--- config.mk ---
export PLATFORM = sky130hd
export DESIGN_NAME = gaps_sequencer
export DESIGN_NICKNAME = d
export VERILOG_FILES = /design/src/core/gaps_pkg.sv /design/src/core/gaps_sequencer.sv
export VERILOG_INCLUDE_DIRS = /design/src /design/src/core
export SDC_FILE = /design/constraint.sdc
export NUM_CORES = 1
export LEC_CHECK = 0
export ABC_AREA = 1
export BUFFER_PORTS_ARGS = -buffer_cell sky130_fd_sc_hd__buf_2
export CELL_PAD_IN_SITES_DETAIL_PLACEMENT = 0
export CELL_PAD_IN_SITES_GLOBAL_PLACEMENT = 1
export CORE_MARGIN = 2
export CORE_UTILIZATION = 39
export DETAILED_ROUTE_END_ITERATION = 12
export PLACE_DENSITY_LB_ADDON = 0.25
export RECOVER_POWER = 25
export SYNTH_ARGS = -nofsm -noshare
export SYNTH_HDL_FRONTEND = slang
export SYNTH_SLANG_ARGS = --single-unit
--- constraint.sdc ---
create_clock -name pclk -period 2.34 [get_ports pclk]
set_input_delay 0.351 -clock pclk [delete_from_list [all_inputs] [get_ports pclk]]
set_output_delay 0.351 -clock pclk [all_outputs]
set_load 0.01 [all_outputs]
--- src/core/gaps_map.svh ---
`ifndef GAPS_MAP_SVH
`define GAPS_MAP_SVH

// Clock period and pulse timings, in ns
`define GAPS_CLK_NS 50
`define GAPS_SYNC_NS 500
`define GAPS_GAP_NS 500
`define GAPS_DONE_NS 1000
`define GAPS_CMD_DLY_NS 64000
`define GAPS_FINAL_DLY_NS 100000
`define GAPS_EXECUTE_PULSE_NS 500
`define GAPS_UNBLANK_NS 2000
`define GAPS_FC_NS 500

// Least times round up to whole cycles
`define GAPS_CYC(ns) (((ns) + `GAPS_CLK_NS - 1) / `GAPS_CLK_NS)

// Register byte offsets
`define GAPS_CTRL_ADDR 12'h000
`define GAPS_STATUS_ADDR 12'h004
`define GAPS_POS_ADDR 12'h008

// Control register fields and reset value
`define GAPS_CTRL_FINAL_LSB 0
`define GAPS_CTRL_YFIRST_BIT 2
`define GAPS_CTRL_CR_BIT 3
`define GAPS_CTRL_LATE_BIT 4
`define GAPS_CTRL_RESET 5'h04

// Position register field positions
`define GAPS_POS_X_LSB 0
`define GAPS_POS_Y_LSB 16

// Characters
`define GAPS_CHR_CR 8'h0d
`define GAPS_CHR_FS 8'h1c
`define GAPS_CHR_GS 8'h1d
`define GAPS_CHR_RS 8'h1e
`define GAPS_CHR_US 8'h1f

`endif

--- src/core/gaps_pkg.sv ---
package gaps_pkg;

   typedef enum logic [1:0] {
      GAPS_TEXT = 2'b00,
      GAPS_POINT = 2'b01,
      GAPS_VECTOR = 2'b10
   } gaps_mode_type;

   // Kind of register load; also the final-byte selector
   typedef enum logic [1:0] {
      GAPS_XLO = 2'b00,
      GAPS_YLO = 2'b01,
      GAPS_XHI = 2'b10,
      GAPS_YHI = 2'b11
   } gaps_load_type;

   typedef enum logic [3:0] {
      GAPS_IDLE = 4'b0000,
      GAPS_CMD = 4'b0001,
      GAPS_SYNC = 4'b0010,
      GAPS_GAP = 4'b0011,
      GAPS_WADONE = 4'b0100,
      GAPS_FDLY = 4'b0101,
      GAPS_EXECUTE_PULSE = 4'b0110,
      GAPS_UNBL = 4'b0111,
      GAPS_UDONE = 4'b1000,
      GAPS_FCOMP = 4'b1001
   } gaps_state_type;

endpackage

--- src/core/gaps_sequencer.sv ---
`include "gaps_map.svh"
`timescale 1ns/1ps
`default_nettype none

module gaps_sequencer (
   input wire logic pclk,
   input wire logic presetn,
   input wire logic psel,
   input wire logic penable,
   input wire logic pwrite,
   input wire logic [11:0] paddr,
   input wire logic [31:0] pwdata,
   output logic [31:0] prdata,
   output logic pready,
   output logic pslverr,
   input wire logic receive_strobe,
   input wire logic [7:0] rx_data,
   output logic receive_ready,
   output logic [7:0] latched_data_lines,
   output logic sync_strobe,
   output logic y_high_load,
   output logic y_low_load,
   output logic x_high_load,
   output logic x_low_load,
   output logic [9:0] x_position,
   output logic [9:0] y_position,
   output logic graph_command_seen,
   output logic word_assembly_flag,
   output logic word_assembly_partner,
   output logic word_assembly_flag_n,
   output logic word_assembly_done,
   output logic function_complete,
   output logic final_byte_delay,
   output logic execute_strobe,
   output logic execute_pulse,
   output logic display_timer_restart,
   output logic point_write_request,
   output logic beam_unblank,
   output logic unblank_done,
   output logic text_flag,
   output logic text_flag_second,
   output logic graphics_mode_flag,
   output logic dark_vector
);

   localparam logic [11:0] SYNC_CYC = 12'(`GAPS_CYC(`GAPS_SYNC_NS));
   localparam logic [11:0] GAP_CYC = 12'(`GAPS_CYC(`GAPS_GAP_NS));
   localparam logic [11:0] DONE_CYC = 12'(`GAPS_CYC(`GAPS_DONE_NS));
   localparam logic [11:0] CMD_CYC = 12'(`GAPS_CYC(`GAPS_CMD_DLY_NS));
   localparam logic [11:0] FDLY_CYC = 12'(`GAPS_CYC(`GAPS_FINAL_DLY_NS));
   localparam logic [11:0] EXECUTE_PULSE_CYC = 12'(`GAPS_CYC(`GAPS_EXECUTE_PULSE_NS));
   localparam logic [11:0] UNBL_CYC = 12'(`GAPS_CYC(`GAPS_UNBLANK_NS));
   localparam logic [11:0] FC_CYC = 12'(`GAPS_CYC(`GAPS_FC_NS));

   typedef struct packed {
      gaps_pkg::gaps_state_type state;
      gaps_pkg::gaps_mode_type mode;
      gaps_pkg::gaps_load_type kind;
      logic [11:0] count;
      logic [4:0] ctrl;
      logic ctl_char;
      logic leave_text;
      logic enter_plot;
      gaps_pkg::gaps_mode_type pend_mode;
      logic last_was_ylo;
      logic [31:0] prdata;
      logic pready;
      logic pslverr;
      logic receive_ready;
      logic [7:0] data;
      logic sync_strobe;
      logic [3:0] loads;
      logic [9:0] x;
      logic [9:0] y;
      logic gcs;
      logic wa;
      logic wa_partner;
      logic wa_n;
      logic wa_done;
      logic fc;
      logic fdly;
      logic execute_pulse_strobe;
      logic execute_pulse_pulse;
      logic restart;
      logic write_req;
      logic unblank;
      logic unblank_done;
      logic text_flag;
      logic graphics;
      logic text2;
      logic dark;
   } gaps_state_vec_type;

   gaps_state_vec_type cur;
   gaps_state_vec_type next_cur;

   // One-hot load strobe vector {yhi, xhi, ylo, xlo}
   function automatic logic [3:0] gaps_load_hot(
      input gaps_pkg::gaps_load_type k);
      logic [3:0] h;
      h = 4'h0;
      h[k] = 1'b1;
      return h;
   endfunction

   // Which register field a byte addresses: bits 7,6 pick the kind;
   // the high tag is shared by X and Y, so it goes to X only right
   // after a Y low byte (only otherwise, when the Y-first strap is off)
   function automatic gaps_pkg::gaps_load_type gaps_classify(
      input logic [1:0] tag, input logic after_ylo, input logic yfirst);
      gaps_pkg::gaps_load_type k;
      case (tag)
         2'b11: k = gaps_pkg::GAPS_YLO;
         2'b10: k = gaps_pkg::GAPS_XLO;
         default: k = (after_ylo ^ ~yfirst) ? gaps_pkg::GAPS_XHI
                                             : gaps_pkg::GAPS_YHI;
      endcase
      return k;
   endfunction

   // Bus, receive path and timing sequencer
   always_comb begin
      logic [11:0] cnt_m1;
      logic bus_done;
      logic [1:0] fin_sel;
      next_cur = cur;
      cnt_m1 = cur.count - 12'h001;
      fin_sel = cur.ctrl[`GAPS_CTRL_FINAL_LSB +: 2];
      bus_done = psel && penable && cur.pready;

      // Zero-wait APB slave: ready rises during the access phase
      next_cur.pready = psel && !penable && !cur.pready;
      next_cur.pslverr = 1'b0;
      if (psel && !penable && !cur.pready) begin
         next_cur.prdata = 32'h0000_0000;
         case (paddr)
            `GAPS_CTRL_ADDR: next_cur.prdata[4:0] = cur.ctrl;
            `GAPS_STATUS_ADDR: next_cur.prdata = {20'h00000, cur.state,
               cur.dark, cur.receive_ready, cur.graphics, cur.text_flag,
               cur.mode, 2'b00};
            `GAPS_POS_ADDR: begin
               next_cur.prdata[`GAPS_POS_X_LSB +: 10] = cur.x;
               next_cur.prdata[`GAPS_POS_Y_LSB +: 10] = cur.y;
            end
            default: next_cur.pslverr = 1'b1;
         endcase
      end
      if (bus_done && pwrite && paddr == `GAPS_CTRL_ADDR) begin
         next_cur.ctrl = pwdata[4:0];
      end

      // Pulses default low; loads stay up 9 cycles in SYNC, the rest for one
      next_cur.loads = 4'h0;
      next_cur.execute_pulse_pulse = 1'b0;
      next_cur.restart = 1'b0;
      next_cur.write_req = 1'b0;
      next_cur.gcs = 1'b0;

      case (cur.state)
         gaps_pkg::GAPS_IDLE: begin
            if (receive_strobe && cur.receive_ready) begin
               next_cur.receive_ready = 1'b0;
               next_cur.data = rx_data;
               next_cur.ctl_char = 1'b0;
               next_cur.leave_text = 1'b0;
               next_cur.enter_plot = 1'b0;
               next_cur.count = CMD_CYC;
               next_cur.state = gaps_pkg::GAPS_CMD;
               if (cur.mode == gaps_pkg::GAPS_TEXT) begin
                  // Graph commands only count from text mode
                  if (rx_data == `GAPS_CHR_FS ||
                      rx_data == `GAPS_CHR_GS) begin
                     next_cur.gcs = 1'b1;
                     next_cur.wa = 1'b1;
                     next_cur.wa_partner = 1'b1;
                     next_cur.enter_plot = 1'b1;
                     next_cur.pend_mode = (rx_data == `GAPS_CHR_FS) ?
                        gaps_pkg::GAPS_POINT :
                        gaps_pkg::GAPS_VECTOR;
                     next_cur.dark = (rx_data == `GAPS_CHR_GS);
                  end
               end else if (rx_data[7:6] == 2'b00) begin
                  // Control char in a plot mode takes the text path
                  next_cur.ctl_char = 1'b1;
                  next_cur.wa_n = 1'b1;
                  next_cur.text_flag = 1'b1;
                  if (rx_data == `GAPS_CHR_US || (rx_data == `GAPS_CHR_CR
                      && cur.ctrl[`GAPS_CTRL_CR_BIT])) begin
                     next_cur.leave_text = 1'b1;
                  end else if (rx_data == `GAPS_CHR_GS &&
                               cur.mode == gaps_pkg::GAPS_VECTOR) begin
                     next_cur.dark = 1'b1;
                  end
               end else begin
                  // Address byte: sync strobe carries the load
                  next_cur.kind = gaps_classify(rx_data[7:6],
                     cur.last_was_ylo,
                     cur.ctrl[`GAPS_CTRL_YFIRST_BIT]);
                  next_cur.sync_strobe = 1'b1;
                  next_cur.count = SYNC_CYC;
                  next_cur.state = gaps_pkg::GAPS_SYNC;
               end
            end
         end

         gaps_pkg::GAPS_CMD: begin
            // Command delay, then function complete
            next_cur.count = cnt_m1;
            if (cur.count == 12'h001) begin
               next_cur.fc = 1'b1;
               next_cur.execute_pulse_strobe = 1'b0;
               next_cur.count = FC_CYC;
               next_cur.state = gaps_pkg::GAPS_FCOMP;
               if (!cur.ctrl[`GAPS_CTRL_LATE_BIT]) begin
                  next_cur.data = 8'h00;
               end
            end
         end

         gaps_pkg::GAPS_SYNC: begin
            // Load pulse spans the short sync strobe
            next_cur.loads = gaps_load_hot(cur.kind);
            next_cur.count = cnt_m1;
            case (cur.kind)
               gaps_pkg::GAPS_YHI: next_cur.y[9:5] = cur.data[4:0];
               gaps_pkg::GAPS_YLO: next_cur.y[4:0] = cur.data[4:0];
               gaps_pkg::GAPS_XHI: next_cur.x[9:5] = cur.data[4:0];
               default: next_cur.x[4:0] = cur.data[4:0];
            endcase
            if (cur.count == 12'h001) begin
               next_cur.loads = 4'h0;
               next_cur.last_was_ylo = (cur.kind == gaps_pkg::GAPS_YLO);
               if (cur.kind == gaps_pkg::gaps_load_type'(fin_sel)) begin
                  // Final byte: keep sync, run the long delay
                  next_cur.fdly = 1'b1;
                  next_cur.count = FDLY_CYC - SYNC_CYC;
                  next_cur.state = gaps_pkg::GAPS_FDLY;
                  if (cur.ctrl[`GAPS_CTRL_LATE_BIT]) begin
                     next_cur.data = 8'h00;
                  end
               end else begin
                  next_cur.sync_strobe = 1'b0;
                  next_cur.count = GAP_CYC;
                  next_cur.state = gaps_pkg::GAPS_GAP;
               end
            end
         end

         gaps_pkg::GAPS_GAP: begin
            next_cur.count = cnt_m1;
            if (cur.count == 12'h001) begin
               next_cur.wa_done = 1'b1;
               next_cur.count = DONE_CYC;
               next_cur.state = gaps_pkg::GAPS_WADONE;
            end
         end

         gaps_pkg::GAPS_WADONE: begin
            next_cur.count = cnt_m1;
            if (cur.count == 12'h001) begin
               next_cur.wa_done = 1'b0;
               next_cur.fc = 1'b1;
               next_cur.count = FC_CYC;
               next_cur.state = gaps_pkg::GAPS_FCOMP;
               if (!cur.ctrl[`GAPS_CTRL_LATE_BIT]) begin
                  next_cur.data = 8'h00;
               end
            end
         end

         gaps_pkg::GAPS_FDLY: begin
            next_cur.count = cnt_m1;
            if (cur.count == 12'h001) begin
               next_cur.fdly = 1'b0;
               next_cur.sync_strobe = 1'b0;
               next_cur.execute_pulse_strobe = 1'b1;
               next_cur.execute_pulse_pulse = 1'b1;
               next_cur.restart = 1'b1;
               next_cur.count = EXECUTE_PULSE_CYC;
               next_cur.state = gaps_pkg::GAPS_EXECUTE_PULSE;
            end
         end

         gaps_pkg::GAPS_EXECUTE_PULSE: begin
            next_cur.count = cnt_m1;
            if (cur.count == 12'h001) begin
               next_cur.execute_pulse_strobe = 1'b0;
               next_cur.write_req = 1'b1;
               // Dark moves skip the unblank phase entirely
               if (cur.mode == gaps_pkg::GAPS_VECTOR && cur.dark) begin
                  next_cur.dark = 1'b0;
                  next_cur.unblank_done = 1'b1;
                  next_cur.count = DONE_CYC;
                  next_cur.state = gaps_pkg::GAPS_UDONE;
               end else begin
                  next_cur.unblank = 1'b1;
                  next_cur.count = UNBL_CYC;
                  next_cur.state = gaps_pkg::GAPS_UNBL;
               end
            end
         end

         gaps_pkg::GAPS_UNBL: begin
            next_cur.count = cnt_m1;
            if (cur.count == 12'h001) begin
               next_cur.unblank = 1'b0;
               next_cur.unblank_done = 1'b1;
               next_cur.count = DONE_CYC;
               next_cur.state = gaps_pkg::GAPS_UDONE;
            end
         end

         gaps_pkg::GAPS_UDONE: begin
            next_cur.count = cnt_m1;
            if (cur.count == 12'h001) begin
               next_cur.unblank_done = 1'b0;
               next_cur.fc = 1'b1;
               next_cur.count = FC_CYC;
               next_cur.state = gaps_pkg::GAPS_FCOMP;
               if (!cur.ctrl[`GAPS_CTRL_LATE_BIT]) begin
                  next_cur.data = 8'h00;
               end
            end
         end

         gaps_pkg::GAPS_FCOMP: begin
            next_cur.count = cnt_m1;
            if (cur.count == 12'h001) begin
               next_cur.fc = 1'b0;
               next_cur.data = 8'h00;
               next_cur.receive_ready = 1'b1;
               next_cur.wa_n = 1'b0;
               if (cur.enter_plot) begin
                  // Both assembly flags up: switch into graphics
                  next_cur.mode = cur.pend_mode;
                  next_cur.graphics = 1'b1;
                  next_cur.text_flag = 1'b0;
                  next_cur.text2 = 1'b0;
                  next_cur.last_was_ylo = 1'b0;
               end else if (cur.leave_text) begin
                  next_cur.mode = gaps_pkg::GAPS_TEXT;
                  next_cur.graphics = 1'b0;
                  next_cur.text_flag = 1'b1;
                  next_cur.text2 = 1'b1;
                  next_cur.wa = 1'b0;
                  next_cur.wa_partner = 1'b0;
                  next_cur.dark = 1'b0;
               end else if (cur.ctl_char) begin
                  next_cur.text_flag = 1'b0;
               end
               next_cur.state = gaps_pkg::GAPS_IDLE;
            end
         end

         default: begin
            next_cur.state = gaps_pkg::GAPS_IDLE;
            next_cur.receive_ready = 1'b1;
         end
      endcase
   end

   // State register; outside idle the count steps down each pclk and reloads as each timed state but FCOMP ends
   always_ff @(posedge pclk or negedge presetn) begin
      if (!presetn) begin
         cur <= '0;
         cur.ctrl <= 5'(`GAPS_CTRL_RESET);
         cur.receive_ready <= 1'b1;
         cur.text_flag <= 1'b1;
         cur.text2 <= 1'b1;
      end else begin
         cur <= next_cur;
      end
   end

   // Outputs straight from the state flops
   assign prdata = cur.prdata;
   assign pready = cur.pready;
   assign pslverr = cur.pslverr;
   assign receive_ready = cur.receive_ready;
   assign latched_data_lines = cur.data;
   assign sync_strobe = cur.sync_strobe;
   assign y_high_load = cur.loads[3];
   assign x_high_load = cur.loads[2];
   assign y_low_load = cur.loads[1];
   assign x_low_load = cur.loads[0];
   assign x_position = cur.x;
   assign y_position = cur.y;
   assign graph_command_seen = cur.gcs;
   assign word_assembly_flag = cur.wa;
   assign word_assembly_partner = cur.wa_partner;
   assign word_assembly_flag_n = cur.wa_n;
   assign word_assembly_done = cur.wa_done;
   assign function_complete = cur.fc;
   assign final_byte_delay = cur.fdly;
   assign execute_strobe = cur.execute_pulse_strobe;
   assign execute_pulse = cur.execute_pulse_pulse;
   assign display_timer_restart = cur.restart;
   assign point_write_request = cur.write_req;
   assign beam_unblank = cur.unblank;
   assign unblank_done = cur.unblank_done;
   assign text_flag = cur.text_flag;
   // Second text flag has its own flop, kept opposite to graphics
   assign text_flag_second = cur.text2;
   assign graphics_mode_flag = cur.graphics;
   assign dark_vector = cur.dark;

endmodule

`default_nettype wire

==> reports/results.md <==
* startpoint class of the critical path: register
* count of buffers added by post-CTS timing repair for setup: 0
* sequence of cells on the critical path: inv_1, ha_1, inv_1, nor3_1, nand2_2, nand2_2, nand2_1, nor2_4, nand2_4, nand2_1, nand2_1
* number of hold violations in the final report: 0
* Synth Area in Simple Gates: 28.3%
* Period minus WS final: 1.99 ns
* number of standard cells in the final layout excluding fillers: 981
* most common cell after layout, fill and taps aside: sky130_fd_sc_hd__nand2_1
* TritonCTS clock tree: done
* max-slew violation count: 0
* worst min-delay path category: input port to async pin
* via count of the first global-routing pass: 4,681
* die width: 125 um
* switching power of the nets: 0.00254 W
* number of ports placed on the die boundary: 143
* power per unit of standard cell area: 950 nW/um2
* leakage power: 3.46 nW
* fraction of synthesis flops using an asynchronous set or reset pin: 100%
* largest fanout on the critical path: 9
* cts repair resizes: 0
* Internal Power: 0.00353 W
* Antenna Diode Count: 0
* register bit count reported by yosys: 104
* number of standard-cell rows in the floorplan: 44
* root buffer selected by CTS: sky130_fd_sc_hd__clkbuf_16
* synthesized instance count: 727
* total global routing overflow: 0
* filler cell count: 1,465
* global-route wire length before repair: 25,200 um
* required time reported for the critical path endpoint: 2.59 ns
* number of buffers created by CTS: 9
* highest clock frequency the design can meet: 502 MHz
* relative max-transition margin: 23.9%
* setup TNS: 0 ns
* number of H-tree branching levels: 3
* WHS: 0.209 ns
* Vias: 4,872
* Overall Global Routing Usage: 20.2%
* WL final: 15,400 um
* layout overhead on the synthesized area: 12.2%
* combinational family with the most area after synthesis: simple AND/OR/NAND/NOR gates
* critical path start-end classification: register to register
* Synth Warn #: 0
* vias per cell: 4.97
* Worst Max-Slew Pin Slew: 1.14 ns
* Pre-antenna DRT Iters: 5
* combinational share of power: 37.1%
* Detailed Place HPWL: 11,800 um
* Final Wtd Congestion: 0.866
* sequential share of power: 36.9%
* number of maximum-capacitance constraint violations: 0
* XOR/XNOR Fraction of Synth Area: 1.23%
* Peak supply drop: 0.509 mV
* Placeable Area: 14,400 um2
* layout cell share with drive strength beyond 1: 23.0%
* post-route ant nets: 0
* Critical-path top delay cell: sky130_fd_sc_hd__dfrtp_1
* Critical Path Start: cur[97]
* clock-pin transition on the worst setup and hold timing paths: 0.08 ns
* setup violation total in the final timing report: 0
* commonest cells after routing, fill and taps aside: sky130_fd_sc_hd__nand2_1, sky130_fd_sc_hd__buf_2, sky130_fd_sc_hd__dfrtp_1, sky130_fd_sc_hd__nor2_1, sky130_fd_sc_hd__nand3_1
* floorplan die area: 15,600 um2
* routed wire length per instance: 15.7 um
* number of DRC violations after detailed routing: 0
* top_reg_cell synth: sky130_fd_sc_hd__dfrtp_1
* switching share of total power: 41.9%
* port buffer count: 105
* number of enable flip-flop cells after synthesis: 0
* number of clock sinks: 104
* initial standard-cell utilization of the core: 39.5%
* Clock Tree Buf Depth: 2
* clock latency on the worst-skew pair: 0.36 ns
* clock share of power: 26.0%
* post-synthesis adder-cell area fraction: 0.439%
* die outline height: 125 um
* CP endpoint kind: register
* part of the Yosys area used for sequential elements: 45.7%
* mean instance size in the synthesized netlist: 7.84 um2
* status: finished, final reports clean
* ratio of final minimum period to clock period: 85.1%
* Critical Path Most Common Cell: sky130_fd_sc_hd__nand2_1
* total number of nets in the final design: 852
* maximum number of pins on one net before global-route repair: 44
* met1 layer wirelength in the final routing: 7560 um
* initial antenna violation count: 0
* placed cells: 965
* synth unique cells: 43
* Crit path largest cell delay: 0.38 ns
* highest routed layer: met4
* RSZ-0062 raised after global routing: no
* multiplexer area fraction after synthesis: 0.790%
* fraction of the mapped netlist area in compound gates: 9.96%
* starting DRC count in detailed routing: 378
* worst-case clock skew: 0.0141 ns
* number of buffers added to fix hold violations after cts: 0
* routed length on met2: 6810 um
* netlist area before placement: 5700 um2
* arrival time reported for the critical path endpoint: 2.24 ns
* Met3 Wirelength: 837 um
* r2r startpoint: cur[97]
==> layout make-up <==
type | count | area [um2] | share of cell area (%)
sequential | 104 | 2610 | 40.8
multi-input combinational | 491 | 2360 | 36.9
timing repair buffer | 119 | 628 | 9.82
inverter | 67 | 251 | 3.93
tap | 184 | 230 | 3.60
clock buffer | 9 | 225 | 3.52
clock inverter | 7 | 91.3 | 1.43
==> worst max-delay path: cells and delay by family, from the launching register on <==
family                     cells  cell delay [ns]
and+or+nand+nor                8             1.16
buffers and inverters          2             0.16
adders and majority gates      1             0.18
DFF                            1             0.38
==> power groups by stage <==
stage,Combinational (W),Clock [W],Sequential [W]
floorplan,0.00167,0,0.00223
global placement,0.00225,0,0.00227
detailed placement,0.00225,0,0.00228
CTS,0.00227,0.00162,0.00224
global route,0.00257,0.00170,0.00227
finish,0.00226,0.00158,0.00224
==> routing by layer <==
metal	GRT usage (%)	vias to the layer above
met1	29.9	2311
met4	4.51	0
met2	31.0	141
met3	3.95	13
met5	0	-
li1	-	2407
==> cell usage after synthesis (3+ instances only) <==
library cell,n,share of area (%)
sky130_fd_sc_hd__o21ai_2,3,0.46
sky130_fd_sc_hd__nand4_1,6,0.66
sky130_fd_sc_hd__xnor2_1,4,0.61
sky130_fd_sc_hd__nor2_2,10,1.1
sky130_fd_sc_hd__clkbuf_1,8,0.53
sky130_fd_sc_hd__dfstp_2,4,1.8
sky130_fd_sc_hd__nor2_1,60,4.0
sky130_fd_sc_hd__nor3_1,12,1.1
sky130_fd_sc_hd__nor2_4,4,0.79
sky130_fd_sc_hd__nand2_2,6,0.66
sky130_fd_sc_hd__dfrtp_1,100,44
sky130_fd_sc_hd__xor2_1,4,0.61
sky130_fd_sc_hd__nand4_2,3,0.66
sky130_fd_sc_hd__nand2_1,200,13
sky130_fd_sc_hd__buf_4,62,8.2
sky130_fd_sc_hd__inv_2,10,0.66
sky130_fd_sc_hd__o22ai_1,3,0.33
sky130_fd_sc_hd__o21ai_1,8,0.70
sky130_fd_sc_hd__o21ai_0,54,4.7
sky130_fd_sc_hd__mux2_2,3,0.59
sky130_fd_sc_hd__a21oi_1,15,1.3
sky130_fd_sc_hd__o21a_1,4,0.53
sky130_fd_sc_hd__inv_1,57,3.8
sky130_fd_sc_hd__buf_2,4,0.35
sky130_fd_sc_hd__o21bai_1,4,0.53
sky130_fd_sc_hd__nand3_1,59,5.2
==> final timing paths <==
path	end	slack, ns	cells past startpoint
max	latched_data_lines[7]	0.35	11
min	execute_pulse	0.21	1
min in group pclk	cur[93]	0.24	3
min reg2reg	text_flag_second	0.47	2
max in group asynchronous	cur[91]	0.73	2
max reg2reg	latched_data_lines[7]	0.35	11
==> stage by stage <==
stage | cell area (um2) | util (%) | total power (W) | setup slack, ns
global route | 6390 | 44.3 | 0.00655 | 0.152
floorplan | 5730 | - | 0.00391 | 0.682
CTS | 6410 | 44.4 | 0.00613 | 0.355
global placement | 6090 | 42.3 | 0.00452 | 0.371
finish | 6390 | 44.3 | 0.00608 | 0.349
detailed placement | 6090 | 42.3 | 0.00453 | 0.362
==> cells by family (layout without fill, tap and decap cells) <==
family	count (synthesis)	after routing
simple gates	367	367
buf+inv	141	202
flops	104	104
compound gates	100	100
xor+xnor	8	8
mux	4	4
fa+ha+maj	2	2
other cells	1	10
==> registers in the layout, indices dropped and copies added, names as in the netlist, 8 cells and up <==
name / flops
x_position: 10
prdata: 22
y_position: 10
latched_data_lines: 8
cur: 31
Power figures use the tool's default switching activity.
